--- src/cfg_hdr_pkg.sv ---
package cfg_hdr_pkg;
  // ------------------------------------------------------------
  // Register map
  // ------------------------------------------------------------
  localparam logic [7:0] OFS_TENURE_LINE = 8'h0c;
  localparam logic [7:0] OFS_HEADER = 8'h0e;
  localparam logic [7:0] OFS_WINDOW = 8'h10;
  localparam logic [5:0] DW_TENURE_LINE = OFS_TENURE_LINE[7:2];
  localparam logic [5:0] DW_WINDOW = OFS_WINDOW[7:2];
  localparam logic [1:0] LANE_LINE = OFS_TENURE_LINE[1:0];
  localparam logic [1:0] LANE_TENURE = 2'h1;
  localparam logic [1:0] LANE_LAYOUT = OFS_HEADER[1:0];
  localparam logic [1:0] LANE_SELFTEST = 2'h3;
  // ------------------------------------------------------------
  // Field widths and fixed values
  // ------------------------------------------------------------
  localparam int LIMIT_W = 8;
  localparam int LINE_W = 8;
  localparam int WIN_W = 21;
  localparam int WIN_LSB = 11;
  localparam logic [7:0] LIMIT_RST = 8'h00;
  localparam logic [7:0] LINE_RST = 8'h00;
  localparam logic [20:0] WIN_RST = 21'h000000;
  localparam logic [7:0] SELF_TEST_VAL = 8'h00;
  localparam logic [7:0] HEADER_LAYOUT_VAL = 8'h00;
  localparam logic [6:0] WINDOW_SIZE_VAL = 7'h00;
  localparam logic [0:0] PREFETCH_VAL = 1'h0;
  localparam logic [1:0] LOCATABILITY_VAL = 2'h0;
  localparam logic [0:0] SPACE_VAL = 1'h0;
  localparam logic [31:0] WIN_ONES_READ = 32'hfffff800;
  // ------------------------------------------------------------
  // Tenure timer states
  // ------------------------------------------------------------
  typedef enum logic [1:0] {
    TS_IDLE = 2'b00,
    TS_COUNT = 2'b01,
    TS_EXPIRED = 2'b10
  } tenure_state_e;
endpackage : cfg_hdr_pkg

--- src/tenure_if.sv ---
`timescale 1ns/1ps
interface tenure_if;
  import cfg_hdr_pkg::*;
  logic [LIMIT_W-1:0] limit;
  logic frame_start;
  logic busy;
  logic gnt_n_sync;
  logic expired;
  logic stop;
  modport regs (
    output limit,
    output frame_start,
    output busy,
    output gnt_n_sync,
    input expired,
    input stop
  );
  modport timer (
    input limit,
    input frame_start,
    input busy,
    input gnt_n_sync,
    output expired,
    output stop
  );
endinterface : tenure_if

--- src/pci_config_header_regs.sv ---
`timescale 1ns/1ps
module pci_config_header_regs (
  input wire logic clk,
  input wire logic rst,
  input wire logic cfg_valid,
  input wire logic cfg_write,
  input wire logic [5:0] cfg_dword,
  input wire logic [3:0] cfg_be,
  input wire logic [31:0] cfg_wdata,
  output logic cfg_ack,
  output logic [31:0] cfg_rdata,
  input wire logic frame_start,
  input wire logic master_busy,
  input wire logic gnt_n,
  output logic tenure_stop,
  output logic tenure_expired,
  output logic [cfg_hdr_pkg::LINE_W-1:0] line_length_setting,
  output logic [cfg_hdr_pkg::WIN_W-1:0] window_upper_bits,
  input wire logic [31:0] mem_addr,
  output logic window_hit
);
  import cfg_hdr_pkg::*;

  // ------------------------------------------------------------
  // Elaboration checks
  // ------------------------------------------------------------
  if (WIN_W + WIN_LSB != 32) begin : g_bad_win
    $error("window field must end at bit 31");
  end
  if (LIMIT_W != 8 || LINE_W != 8) begin : g_bad_byte
    $error("tenure and line fields must be one byte");
  end

  // ------------------------------------------------------------
  // Helpers
  // ------------------------------------------------------------
  function automatic logic lane_on(input logic [3:0] be,
                                   input logic [1:0] lane);
    return be[lane];
  endfunction : lane_on

  function automatic logic [7:0] byte_sel(input logic en,
                                          input logic [7:0] nv,
                                          input logic [7:0] ov);
    return en ? nv : ov;
  endfunction : byte_sel

  // ------------------------------------------------------------
  // Storage
  // ------------------------------------------------------------
  logic [LIMIT_W-1:0] tenure_ff;
  logic [LINE_W-1:0] line_ff;
  logic [WIN_W-1:0] win_ff;
  logic ack_ff;
  logic [31:0] rdata_ff;
  logic hit_ff;
  logic expired_ff;
  logic gnt_n_sync;
  tenure_if tif ();

  // ------------------------------------------------------------
  // Access decode
  // ------------------------------------------------------------
  wire wr = cfg_valid & cfg_write;
  wire rd = cfg_valid & ~cfg_write;
  wire sel_tl = cfg_dword == DW_TENURE_LINE;
  wire sel_win = cfg_dword == DW_WINDOW;
  wire wr_tl = wr & sel_tl;
  wire wr_win = wr & sel_win;
  wire rd_win = rd & sel_win;
  wire wr_line = wr_tl & lane_on(cfg_be, LANE_LINE);
  wire wr_tenure = wr_tl & lane_on(cfg_be, LANE_TENURE);
  wire wr_win1 = wr_win & lane_on(cfg_be, 2'h1);
  wire wr_win2 = wr_win & lane_on(cfg_be, 2'h2);
  wire wr_win3 = wr_win & lane_on(cfg_be, 2'h3);

  // ------------------------------------------------------------
  // Next values
  // ------------------------------------------------------------
  // both fields writable
  wire [7:0] nxt_tenure = byte_sel(wr_tenure, cfg_wdata[15:8],
                                   tenure_ff);
  wire [7:0] nxt_line = byte_sel(wr_line, cfg_wdata[7:0], line_ff);
  wire [WIN_W-1:0] nxt_win = {
    byte_sel(wr_win3, cfg_wdata[31:24], win_ff[20:13]),
    byte_sel(wr_win2, cfg_wdata[23:16], win_ff[12:5]),
    wr_win1 ? cfg_wdata[15:11] : win_ff[4:0]
  };

  // ------------------------------------------------------------
  // Read data
  // ------------------------------------------------------------
  // self-test fixed
  wire [31:0] tl_word = {SELF_TEST_VAL, HEADER_LAYOUT_VAL,
                         tenure_ff, line_ff};
  wire [31:0] win_word = {win_ff, WINDOW_SIZE_VAL, PREFETCH_VAL,
                          LOCATABILITY_VAL, SPACE_VAL};
  wire [31:0] nxt_rdata = !rd ? 32'h00000000 :
                          sel_tl ? tl_word :
                          sel_win ? win_word : 32'h00000000;
  wire nxt_hit = mem_addr[31:WIN_LSB] == win_ff;

  // ------------------------------------------------------------
  // Registers
  // ------------------------------------------------------------
  // read-only bits not stored
  always_ff @(posedge clk or posedge rst) begin
    if (rst) begin
      tenure_ff <= LIMIT_RST;
      line_ff <= LINE_RST;
      win_ff <= WIN_RST;
    end else begin
      tenure_ff <= nxt_tenure;
      line_ff <= nxt_line;
      win_ff <= nxt_win;
    end
  end

  always_ff @(posedge clk or posedge rst) begin
    if (rst) begin
      ack_ff <= 1'b0;
      rdata_ff <= 32'h00000000;
      hit_ff <= 1'b0;
      expired_ff <= 1'b0;
    end else begin
      ack_ff <= cfg_valid;
      rdata_ff <= nxt_rdata;
      hit_ff <= nxt_hit;
      expired_ff <= tif.expired;
    end
  end

  // ------------------------------------------------------------
  // Grant pin and tenure timer
  // ------------------------------------------------------------
  pin_sync #(
    .W(1),
    .RST_VAL(1'b1)
  ) u_gnt_sync (
    .clk(clk),
    .rst(rst),
    .pin(gnt_n),
    .level(gnt_n_sync)
  );

  assign tif.limit = tenure_ff;
  assign tif.frame_start = frame_start;
  assign tif.busy = master_busy;
  assign tif.gnt_n_sync = gnt_n_sync;

  tenure_timer u_timer (
    .clk(clk),
    .rst(rst),
    .tif(tif.timer)
  );

  // ------------------------------------------------------------
  // Outputs
  // ------------------------------------------------------------
  assign cfg_ack = ack_ff;
  assign cfg_rdata = rdata_ff;
  assign tenure_stop = tif.stop;
  assign tenure_expired = expired_ff;
  assign line_length_setting = line_ff;
  assign window_upper_bits = win_ff;
  assign window_hit = hit_ff;

  // ------------------------------------------------------------
  // Checks
  // ------------------------------------------------------------
  AST_TENURE_WRITE: assert property (
    @(posedge clk) disable iff (rst)
    (wr_tl && cfg_be[LANE_TENURE]) |=>
      tenure_ff == $past(cfg_wdata[15:8]))
    else $error("tenure limit byte not written");

  AST_LINE_WRITE: assert property (
    @(posedge clk) disable iff (rst)
    (wr_tl && cfg_be[LANE_LINE]) |=>
      line_length_setting == $past(cfg_wdata[7:0]))
    else $error("line length byte not written");

  AST_SELFTEST_READ: assert property (
    @(posedge clk) disable iff (rst)
    (rd && sel_tl) |=> cfg_ack && cfg_rdata[31:24] == SELF_TEST_VAL)
    else $error("self-test byte not zero");

  AST_LAYOUT_READ: assert property (
    @(posedge clk) disable iff (rst)
    (rd && sel_tl) |=> cfg_ack && cfg_rdata[23:16] == HEADER_LAYOUT_VAL)
    else $error("header layout byte not zero");

  AST_WIN_ONES: assert property (
    @(posedge clk) disable iff (rst)
    (wr_win && cfg_be == 4'hf && cfg_wdata == 32'hffffffff)
      ##1 (rd && sel_win) |=> cfg_rdata == WIN_ONES_READ)
    else $error("all-ones window write read back wrong");

  AST_WIN_UPPER: assert property (
    @(posedge clk) disable iff (rst)
    (rd && sel_win) |=> cfg_rdata[31:WIN_LSB] == $past(win_ff))
    else $error("window upper bits read wrong");

  AST_WIN_SIZE: assert property (
    @(posedge clk) disable iff (rst)
    $past(rd_win) |-> cfg_rdata[10:4] == 7'h00)
    else $error("window size bits not zero");

  AST_WIN_PREFETCH: assert property (
    @(posedge clk) disable iff (rst)
    $past(rd_win) |-> !cfg_rdata[3])
    else $error("prefetch flag not zero");

  AST_WIN_LOCAT: assert property (
    @(posedge clk) disable iff (rst)
    $past(rd_win) |-> cfg_rdata[2:1] == 2'h0)
    else $error("locatability field not zero");

  AST_WIN_SPACE: assert property (
    @(posedge clk) disable iff (rst)
    $past(rd_win) |-> !cfg_rdata[0])
    else $error("space indicator not zero");

  AST_RESET_ZERO: assert property (
    @(posedge clk)
    $fell(rst) |-> tenure_ff == LIMIT_RST && line_ff == LINE_RST)
    else $error("tenure and line not zero after reset");

  AST_RO_WRITE: assert property (
    @(posedge clk) disable iff (rst)
    (wr_win && !cfg_be[1] && !cfg_be[2] && !cfg_be[3]) |=>
      $stable(window_upper_bits))
    else $error("low-lane window write changed base");

  AST_STOP_NEEDS_EXPIRY: assert property (
    @(posedge clk) disable iff (rst)
    $rose(tenure_stop) |-> $past(tif.expired, 1))
    else $error("stop without expired limit");

  AST_EXPIRED_FLAG: assert property (
    @(posedge clk) disable iff (rst)
    1'b1 |=> tenure_expired == $past(tif.expired))
    else $error("expired flag does not follow timer");

  AST_ACK_EACH: assert property (
    @(posedge clk) disable iff (rst)
    1'b1 |=> cfg_ack == $past(cfg_valid))
    else $error("ack not one cycle after request");

  AST_RDATA_IDLE: assert property (
    @(posedge clk) disable iff (rst)
    !rd |=> cfg_rdata == 32'h00000000)
    else $error("read data not zero without read");

  AST_UNMAPPED_READ: assert property (
    @(posedge clk) disable iff (rst)
    (rd && !sel_tl && !sel_win) |=> cfg_rdata == 32'h00000000)
    else $error("unmapped read not zero");

  AST_HDR_RO_WRITE: assert property (
    @(posedge clk) disable iff (rst)
    (wr_tl && !cfg_be[LANE_LINE] && !cfg_be[LANE_TENURE]) |=>
      $stable(tenure_ff) && $stable(line_ff))
    else $error("header lane write changed tenure or line");

  AST_TENURE_HOLD: assert property (
    @(posedge clk) disable iff (rst)
    !wr_tenure |=> $stable(tenure_ff))
    else $error("tenure limit changed without write");

  AST_HIT_MATCH: assert property (
    @(posedge clk) disable iff (rst)
    (mem_addr[31:WIN_LSB] == win_ff) |=> window_hit)
    else $error("window hit missing");

  AST_HIT_MISS: assert property (
    @(posedge clk) disable iff (rst)
    (mem_addr[31:WIN_LSB] != win_ff) |=> !window_hit)
    else $error("window hit outside window");

  COV_ONES: cover property (@(posedge clk) disable iff (rst)
    (wr_win && cfg_be == 4'hf && cfg_wdata == 32'hffffffff)
      ##1 (rd && sel_win));
  COV_EXPIRE: cover property (@(posedge clk) disable iff (rst)
    $rose(tif.expired));
  COV_HDR_READ: cover property (@(posedge clk) disable iff (rst)
    rd && sel_tl);
  COV_HIT: cover property (@(posedge clk) disable iff (rst)
    window_hit && win_ff != WIN_RST);
endmodule : pci_config_header_regs

--- src/pin_sync.sv ---
`timescale 1ns/1ps
module pin_sync #(
  parameter int W = 1,
  parameter logic [W-1:0] RST_VAL = '0
) (
  input wire logic clk,
  input wire logic rst,
  input wire logic [W-1:0] pin,
  output logic [W-1:0] level
);
  initial begin
    if (W < 1) $error("pin_sync width must be at least one");
  end
  genvar i;
  // ------------------------------------------------------------
  // Three stages, change taken when stages two and three agree
  // ------------------------------------------------------------
  generate
    for (i = 0; i < W; i++) begin : g_bit
      logic s1_ff;
      logic s2_ff;
      logic s3_ff;
      logic lvl_ff;
      always_ff @(posedge clk or posedge rst) begin
        if (rst) begin
          s1_ff <= RST_VAL[i];
          s2_ff <= RST_VAL[i];
          s3_ff <= RST_VAL[i];
          lvl_ff <= RST_VAL[i];
        end else begin
          s1_ff <= pin[i];
          s2_ff <= s1_ff;
          s3_ff <= s2_ff;
          if (s2_ff == s3_ff) lvl_ff <= s3_ff;
        end
      end
      assign level[i] = lvl_ff;
    end
  endgenerate
endmodule : pin_sync

--- src/tenure_timer.sv ---
`timescale 1ns/1ps
module tenure_timer (
  input wire logic clk,
  input wire logic rst,
  tenure_if.timer tif
);
  import cfg_hdr_pkg::*;
  tenure_state_e state_ff;
  tenure_state_e nxt_state;
  logic [LIMIT_W-1:0] count_ff;
  logic [LIMIT_W-1:0] nxt_count;
  logic stop_ff;
  wire counting = state_ff == TS_COUNT;
  wire expire_now = counting && (count_ff == tif.limit);
  wire count_max = &count_ff;
  // ------------------------------------------------------------
  // Counter
  // ------------------------------------------------------------
  // restart at frame
  assign nxt_count = tif.frame_start ? '0 :
                     (counting && !count_max) ? count_ff + 1'b1 :
                     count_ff;
  always_comb begin
    nxt_state = state_ff;
    if (tif.frame_start) begin
      nxt_state = TS_COUNT;
    end else begin
      case (state_ff)
        TS_IDLE: nxt_state = TS_IDLE;
        TS_COUNT: begin
          if (!tif.busy) nxt_state = TS_IDLE;
          else if (expire_now) nxt_state = TS_EXPIRED;
        end
        TS_EXPIRED: begin
          if (!tif.busy) nxt_state = TS_IDLE;
        end
        default: nxt_state = TS_IDLE;
      endcase
    end
  end
  wire stop_cause = (state_ff == TS_EXPIRED) && tif.gnt_n_sync;
  wire nxt_stop = !tif.frame_start && tif.busy && (stop_cause || stop_ff);
  always_ff @(posedge clk or posedge rst) begin
    if (rst) begin
      state_ff <= TS_IDLE;
      count_ff <= '0;
      stop_ff <= 1'b0;
    end else begin
      state_ff <= nxt_state;
      count_ff <= nxt_count;
      stop_ff <= nxt_stop;
    end
  end
  assign tif.expired = state_ff == TS_EXPIRED;
  assign tif.stop = stop_ff;
  // ------------------------------------------------------------
  // Checks
  // ------------------------------------------------------------
  AST_COUNT_FROM_ZERO: assert property (
    @(posedge clk) disable iff (rst)
    tif.frame_start |=> (count_ff == '0) && (state_ff == TS_COUNT))
    else $error("tenure count did not restart at frame");
  AST_STOP_CAUSE: assert property (
    @(posedge clk) disable iff (rst)
    $rose(stop_ff) |-> $past(stop_cause))
    else $error("stop raised without expiry and lost grant");
  AST_STOP_PROMPT: assert property (
    @(posedge clk) disable iff (rst)
    (state_ff == TS_EXPIRED && tif.busy && tif.gnt_n_sync &&
     !tif.frame_start) |=> stop_ff)
    else $error("stop late after expiry and lost grant");
  COV_STOP: cover property (@(posedge clk) disable iff (rst)
    $rose(stop_ff));
endmodule : tenure_timer

--- config.mk ---
export PLATFORM = sky130hd
export DESIGN_NAME = pci_config_header_regs
export DESIGN_NICKNAME = d
export VERILOG_FILES = /design/src/cfg_hdr_pkg.sv /design/src/tenure_if.sv /design/src/pci_config_header_regs.sv /design/src/pin_sync.sv /design/src/tenure_timer.sv
export SDC_FILE = /design/constraint.sdc
export NUM_CORES = 1
export LEC_CHECK = 0
export BUFFER_PORTS_ARGS = -buffer_cell sky130_fd_sc_hd__buf_2
export CELL_PAD_IN_SITES_DETAIL_PLACEMENT = 1
export CELL_PAD_IN_SITES_GLOBAL_PLACEMENT = 1
export CORE_MARGIN = 1
export CORE_UTILIZATION = 39
export CTS_BUF_LIST = sky130_fd_sc_hd__clkbuf_4 sky130_fd_sc_hd__clkbuf_8
export DETAILED_ROUTE_END_ITERATION = 8
export GPL_ROUTABILITY_DRIVEN = 0
export PLACE_DENSITY_LB_ADDON = 0.3
export SLEW_MARGIN = 10
export SYNTH_ARGS = -nofsm -noshare
export SYNTH_HDL_FRONTEND = slang
export SYNTH_HIERARCHICAL = 1
export SYNTH_SLANG_ARGS = --single-unit
--- constraint.sdc ---
create_clock -name clk -period 2.5 [get_ports clk]
set_input_delay 0 -clock clk [delete_from_list [all_inputs] [get_ports clk]]
set_output_delay 0 -clock clk [all_outputs]
set_load 0.05 [all_outputs]
==> results of run 1 <==
==> final cells by class <==
type	instances	area share [%]
clock buffer	11	3.000
multi-input combinational	168	27.02
timing repair buffer	179	22.01
clock inverter	5	1.760
inverter	4	0.2975
tap	108	2.677
sequential	87	43.23
==> state kept, by name, summed over array words and instances (netlist names) <==
name,flops
tenure_ff,8
cfg_rdata,32
u_timer/tif.stop,1
u_timer/count_ff,8
tenure_expired,1
window_upper_bits,21
line_length_setting,8
u_gnt_sync/g_bit.s3_ff,1
u_gnt_sync/level,1
u_gnt_sync/g_bit.s2_ff,1
u_gnt_sync/g_bit.s1_ff,1
u_timer/state_ff,2
cfg_ack,1
window_hit,1
==> stage by stage <==
stage	utilization (%)	setup WS, ns	area [µm²]
final	57.04	0.4917	5047
after CTS	57.04	0.4952	5047
after global placement	49.69	0.5212	4397
after floorplan	-	0.6751	3606
after global routing	57.04	0.3571	5047
after detailed placement	49.69	0.5044	4397
==> routing by layer <==
layer / up-vias / wire length, µm / GRT usage [%]
met5: - / 0 / 0
met4: 0 / 177 / 7.233
met3: 13 / 546 / 5.154
met2: 90 / 4741 / 35.48
met1: 1377 / 3957 / 25.93
li1: 1281 / - / -
==> worst paths after layout <==
kind | start | end | slack (ns) | depth (start not counted)
max reg2reg | u_timer/count_ff[2]$_DFFE_PP0P_ | u_timer/state_ff[0]$_DFFE_PP0P_ | 0.49 | 5
min reg2reg | u_gnt_sync/g_bit[0].s1_ff$_DFF_PP1_ | u_gnt_sync/g_bit[0].s2_ff$_DFF_PP1_ | 0.36 | 0
max | u_timer/count_ff[2]$_DFFE_PP0P_ | u_timer/state_ff[0]$_DFFE_PP0P_ | 0.49 | 5
max in group asynchronous | rst | tenure_ff[0]$_DFFE_PP0P_ | 1.51 | 4
min | cfg_dword[0] | cfg_rdata[15]$_DFF_PP0_ | 0.08 | 4
min in group asynchronous | rst | u_timer/count_ff[7]$_DFFE_PP0P_ | 0.21 | 3
==> power breakdown <==
group | internal (mW) | total [mW] | switching, mW | leakage (nW)
registers | 1.45 | 1.50 | 0.0472 | 1.19
clock network | 0.628 | 1.14 | 0.512 | 0.122
logic | 0.168 | 0.393 | 0.224 | 1.45
==> cell usage in the layout, fill, tap and decap left out, types with 2 or more instances in the layout <==
cell type | netlist | final
a21oi_1 | 4 | 4
a22oi_1 | 5 | 5
and2_1 | 27 | 27
and4_1 | 2 | 2
buf_2 | 0 | 134
buf_4 | 2 | 4
bufinv_16 | 0 | 2
clkbuf_8 | 0 | 11
clkinv_4 | 0 | 2
dfrtp_1 | 83 | 83
dfstp_2 | 4 | 4
dlygate4sd3_1 | 0 | 41
inv_1 | 4 | 3
mux2_2 | 37 | 37
mux2i_1 | 2 | 2
nand2_1 | 4 | 4
nand2b_1 | 3 | 3
nand3_1 | 5 | 5
nand4_1 | 4 | 4
nand4_2 | 2 | 2
nor2_1 | 12 | 12
nor2b_1 | 2 | 2
nor3_1 | 6 | 6
nor4_1 | 5 | 5
nor4_2 | 3 | 3
xnor2_1 | 6 | 6
xor2_1 | 26 | 26
==> critical path, stage by stage (launching register included) <==
cell and delay (ns):
dfrtp_1 0.47, xor2_1 0.20, nor4_2 0.37, nand2_1 0.10, a31o_1 0.22, dlygate4sd3_1 0.55
==> cells by family after synthesis <==
kind of cell	after synthesis	share of synthesized area, %
fa+ha+maj	2	0.6592
compound gates	15	2.950
mux	39	12.11
buf+inv	10	1.665
xor+xnor	32	7.772
simple gates	80	14.33
flops	87	60.51
==> results.json, run 1 <==
{
  "rsz0062_at_grt": "false",
  "clock_skew_ns": 0.008831,
  "period_needed_ns": 2.008,
  "crit_type": "flop to flop",
  "ys_async_sr_fraction_pct": 100.0,
  "synth_edf_count": 0,
  "status": "complete, but fails checks",
  "synth_top_area_share_pct": 57.60,
  "hpwlAfterDp_mm": 6.817,
  "p_leak_nw": 2.757,
  "hold_violations": 0,
  "die_w_um": 98.16,
  "cts_buffers": 9,
  "vdd_drop_max_uv": 367.7,
  "synth_nets": 347,
  "post-cts-setup-buffer-count": 0,
  "yosysSeqAreaShare_pct": 60.51,
  "htreeDepth": 3,
  "cts.path.max_buffers": 2,
  "place_inst": 505,
  "crit_fanout": 6,
  "wl_mm": 9.422,
  "ys_top_cells_by_count": "83 x dfrtp_1, 37 x mux2_2, 27 x and2_1, 26 x xor2_1, 12 x nor2_1",
  "grt_pass1_vias": 2871,
  "drt-initial-drc-count": 91,
  "grt-ovfl-total": 0,
  "required_ns": 2.75,
  "clk_latency_ns": 0.36,
  "drv_slew": 0,
  "ys_ff_latch": 87,
  "regArea_um2": 2182,
  "numPortBuffers": 134,
  "start_kind": "flop",
  "post_cts_resized": 0,
  "hold_slack_ns": 0.08026,
  "antenna_found_initial": 0,
  "cts.sinks": 87,
  "syn_area_um2": 3606,
  "grt_max_degree": 29,
  "drive_gt1_share_pct": 45.59,
  "grt.total_usage_pct": 20.84,
  "cap_violations": 0,
  "area_growth_pct": 39.97,
  "setup_viol": 0,
  "cts_tree": "done",
  "fin_cells": 562,
  "syn_area_per_cell_um2": 13.61,
  "synth_cells": 265,
  "start_util_pct": 40.75,
  "multiInputGateArea_um2": 1364,
  "wl_per_cell_um": 16.77,
  "dieArea_um2": 9634,
  "violations": "DRC",
  "tns_ns": 0,
  "synth_cell_types": 37,
  "cts_root_buf": "clkbuf_8",
  "route.detailed.drc": 14,
  "hold_class": "input port to flop",
  "endpoint_kind": "flop",
  "synth_flop_cell": "dfrtp_1",
  "critPathArrivalTime_ns": 2.26,
  "vias_per_cell": 4.913,
  "tightest_slew_ns": 0.5719,
  "synth_most_common_cell": "dfrtp_1",
  "synth_top_cell_by_area": "dfrtp_1",
  "p_per_area_nw_per_um2": 600.8,
  "period_share_pct": 80.33,
  "core-area_um2": 8848,
  "max-slew-margin-rel_pct": 61.71,
  "cts.clk_slew.worst_paths_ns": 0.09,
  "drtPass1Iterations": 6,
  "layout.nets": 531,
  "pin_count": 146,
  "ant_nets": 0,
  "vias": 2761,
  "fmax_mhz": 497.9,
  "rows": 34,
  "die_h_um": 98.16,
  "grt_pass1_wl_mm": 15.14,
  "postCtsHoldBufs": 41,
  "ys_warn_count": 6,
  "synth_area_leaders": "dfrtp_1 58%, mux2_2 12%, xor2_1 6.3%, and2_1 4.7%, dfstp_2 2.9%",
  "antennaDiodeCount": 0,
  "design_power_total_mw": 3.033,
  "nFillCells": 942
}
No activity file was read; power rests on OpenSTA's default activity.
==> run 2: changes to the inputs <==
--- a/config.mk
+++ b/config.mk
@@ -9,7 +9,7 @@
 export CELL_PAD_IN_SITES_DETAIL_PLACEMENT = 1
 export CELL_PAD_IN_SITES_GLOBAL_PLACEMENT = 1
 export CORE_MARGIN = 1
-export CORE_UTILIZATION = 39
+export CORE_UTILIZATION = 35
 export CTS_BUF_LIST = sky130_fd_sc_hd__clkbuf_4 sky130_fd_sc_hd__clkbuf_8
 export DETAILED_ROUTE_END_ITERATION = 8
 export GPL_ROUTABILITY_DRIVEN = 0
==> constraint.sdc (replaced) <==
create_clock -name clk -period 1.77 [get_ports clk]
set_input_delay 0 -clock clk [delete_from_list [all_inputs] [get_ports clk]]
set_output_delay 0 -clock clk [all_outputs]
set_load 0.05 [all_outputs]
==> results.json, run 2 (synthesis results as in run 1) <==
{
  "cts_root_buf": "clkbuf_8",
  "slowest_stage": "dfrtp_1",
  "hpwlAfterDp_mm": 6.973,
  "grt-ovfl-total": 0,
  "grt_pass1_wl_mm": 15.90,
  "drtPass1Iterations": 4,
  "p_per_area_nw_per_um2": 798.4,
  "start_kind": "flop",
  "r2r_cells": 4,
  "fin_cells": 592,
  "cts.sinks": 87,
  "internal_power_mw": 3.001,
  "crit_fanout": 4,
  "pin_count": 146,
  "worstPathCellList": "xor2_1 -> nor4_1 -> nand4_1 -> nor4_1",
  "clock_skew_ns": 0.01143,
  "antennaDiodeCount": 0,
  "nFillCells": 1068,
  "hold_class": "input port to flop",
  "place_inst": 536,
  "status": "finished clean",
  "start_util_pct": 36.56,
  "area_growth_pct": 41.92,
  "tightest_slew_ns": 0.5913,
  "cap_violations": 0,
  "numPortBuffers": 134,
  "p_seq_share_pct": 51.9,
  "ant_nets": 0,
  "clock_power_share_pct": 34.5,
  "clk_latency_ns": 0.36,
  "p_switching_mw": 1.084,
  "grt.total_usage_pct": 19.31,
  "rows": 36,
  "route.detailed.drc": 0,
  "layout_common_cells": "134 x buf_2, 83 x dfrtp_1, 40 x dlygate4sd3_1, 37 x mux2_2, 27 x and2_1",
  "vias_per_cell": 4.699,
  "wl_per_cell_um": 16.39,
  "final_common_cell": "buf_2",
  "vdd_drop_max_uv": 442.8,
  "crit_path_frequent_cell": "nor4_1",
  "power_frac_comb_pct": 13.7,
  "core-area_um2": 9864,
  "antenna_found_initial": 0,
  "cts.clk_slew.worst_paths_ns": 0.08,
  "finalCoreUtilization_pct": 51.88,
  "p_leak_nw": 2.774,
  "layout.nets": 536,
  "cts.path.max_buffers": 2,
  "max_stage_delay_ns": 0.43,
  "htreeDepth": 3,
  "largest_reg_flops": 32,
  "fmax_mhz": 663.9,
  "drv_slew": 0,
  "dr_wl_met2_mm": 5.002,
  "die_h_um": 103.5,
  "grt_pass1_vias": 3034,
  "required_ns": 2.01,
  "die_w_um": 103.5,
  "cts_buffers": 9,
  "period_needed_ns": 1.506,
  "dieArea_um2": 10710,
  "cts_tree": "done",
  "wl_mm": 9.703,
  "min_path_cells": 4,
  "topRoutingLayerUsed": "met4",
  "setup_viol": 0,
  "vias": 2782,
  "drt-initial-drc-count": 80,
  "max-slew-margin-rel_pct": 60.50,
  "hold_violations": 0,
  "drive_gt1_share_pct": 46.41,
  "grt_max_degree": 37,
  "endpoint_kind": "flop",
  "met3WireLength_um": 348,
  "swShare_pct": 26.54,
  "wl_met1_mm": 4.039,
  "period_share_pct": 85.10,
  "rsz0062_at_grt": "false",
  "crit_type": "flop to flop",
  "post_cts_resized": 0,
  "critPathArrivalTime_ns": 1.75
}
-- run 2: final cells by class --
type,count,area (µm²),area share (%)
flip-flops and latches,87,2182,42.64
clock buffers,11,145.1,2.836
clock inverters,5,57.56,1.125
inverters,4,18.77,0.3667
well taps,133,166.4,3.252
repair buffers,184,1184,23.13
multi-input cells,168,1364,26.65
-- run 2: metal layers --
layer  track usage [%]  vias to the layer above
met4             10.25                        0
li1                  -                     1288
met3             3.524                       26
met1             23.31                     1383
met5                 0                        -
met2             32.79                       85
-- run 2: power by group through the flow --
stage	registers (mW)	clock network [mW]	logic, mW
after floorplan	2.26	0	0.185
after global placement	2.16	0	0.477
after detailed placement	2.16	0	0.492
after CTS	2.12	1.46	0.564
after global routing	2.13	1.52	0.604
final	2.12	1.41	0.559
-- run 2: metrics by stage --
stage	setup TNS [ns]	hold WS (ns)	power (mW)	setup slack (ns)	cell area, µm²
finish	0	0.07454	4.086	0.2638	5117
CTS	0	0.02239	4.144	0.2641	5117
detailed placement	-0.6428	0.05926	2.652	-0.05659	4514
global placement	-0.1448	0.05639	2.633	-0.01849	4514
global route	0	0.05156	4.261	0.1534	5117
floorplan	0	-0.1476	2.449	0.1057	3610
-- run 2: repair_timing --
action                                 4_1_cts  5_1_grt
hold buffers                                40        0
endpoints found under the hold margin       90        0
buffers inserted                             0        0
-- run 2: final timing paths --
kind | startpoint | endpoint | slack (ns)
max in group asynchronous | rst | window_upper_bits[3]$_DFFE_PP0P_ | 0.92
min | mem_addr[23] | window_hit$_DFF_PP0_ | 0.07
min in group asynchronous | rst | u_timer/count_ff[7]$_DFFE_PP0P_ | 0.22
min reg2reg | u_gnt_sync/g_bit[0].s1_ff$_DFF_PP1_ | u_gnt_sync/g_bit[0].s2_ff$_DFF_PP1_ | 0.37
max | window_upper_bits[20]$_DFFE_PP0P_ | window_hit$_DFF_PP0_ | 0.26
max reg2reg | window_upper_bits[20]$_DFFE_PP0P_ | window_hit$_DFF_PP0_ | 0.26
-- run 2: worst max-delay path: cells and delay by family, from the launching register on --
kind             cells  cell delay [ns]
AND/OR/NAND/NOR      3             0.79
flip-flops           1             0.43
XOR/XNOR             1             0.18
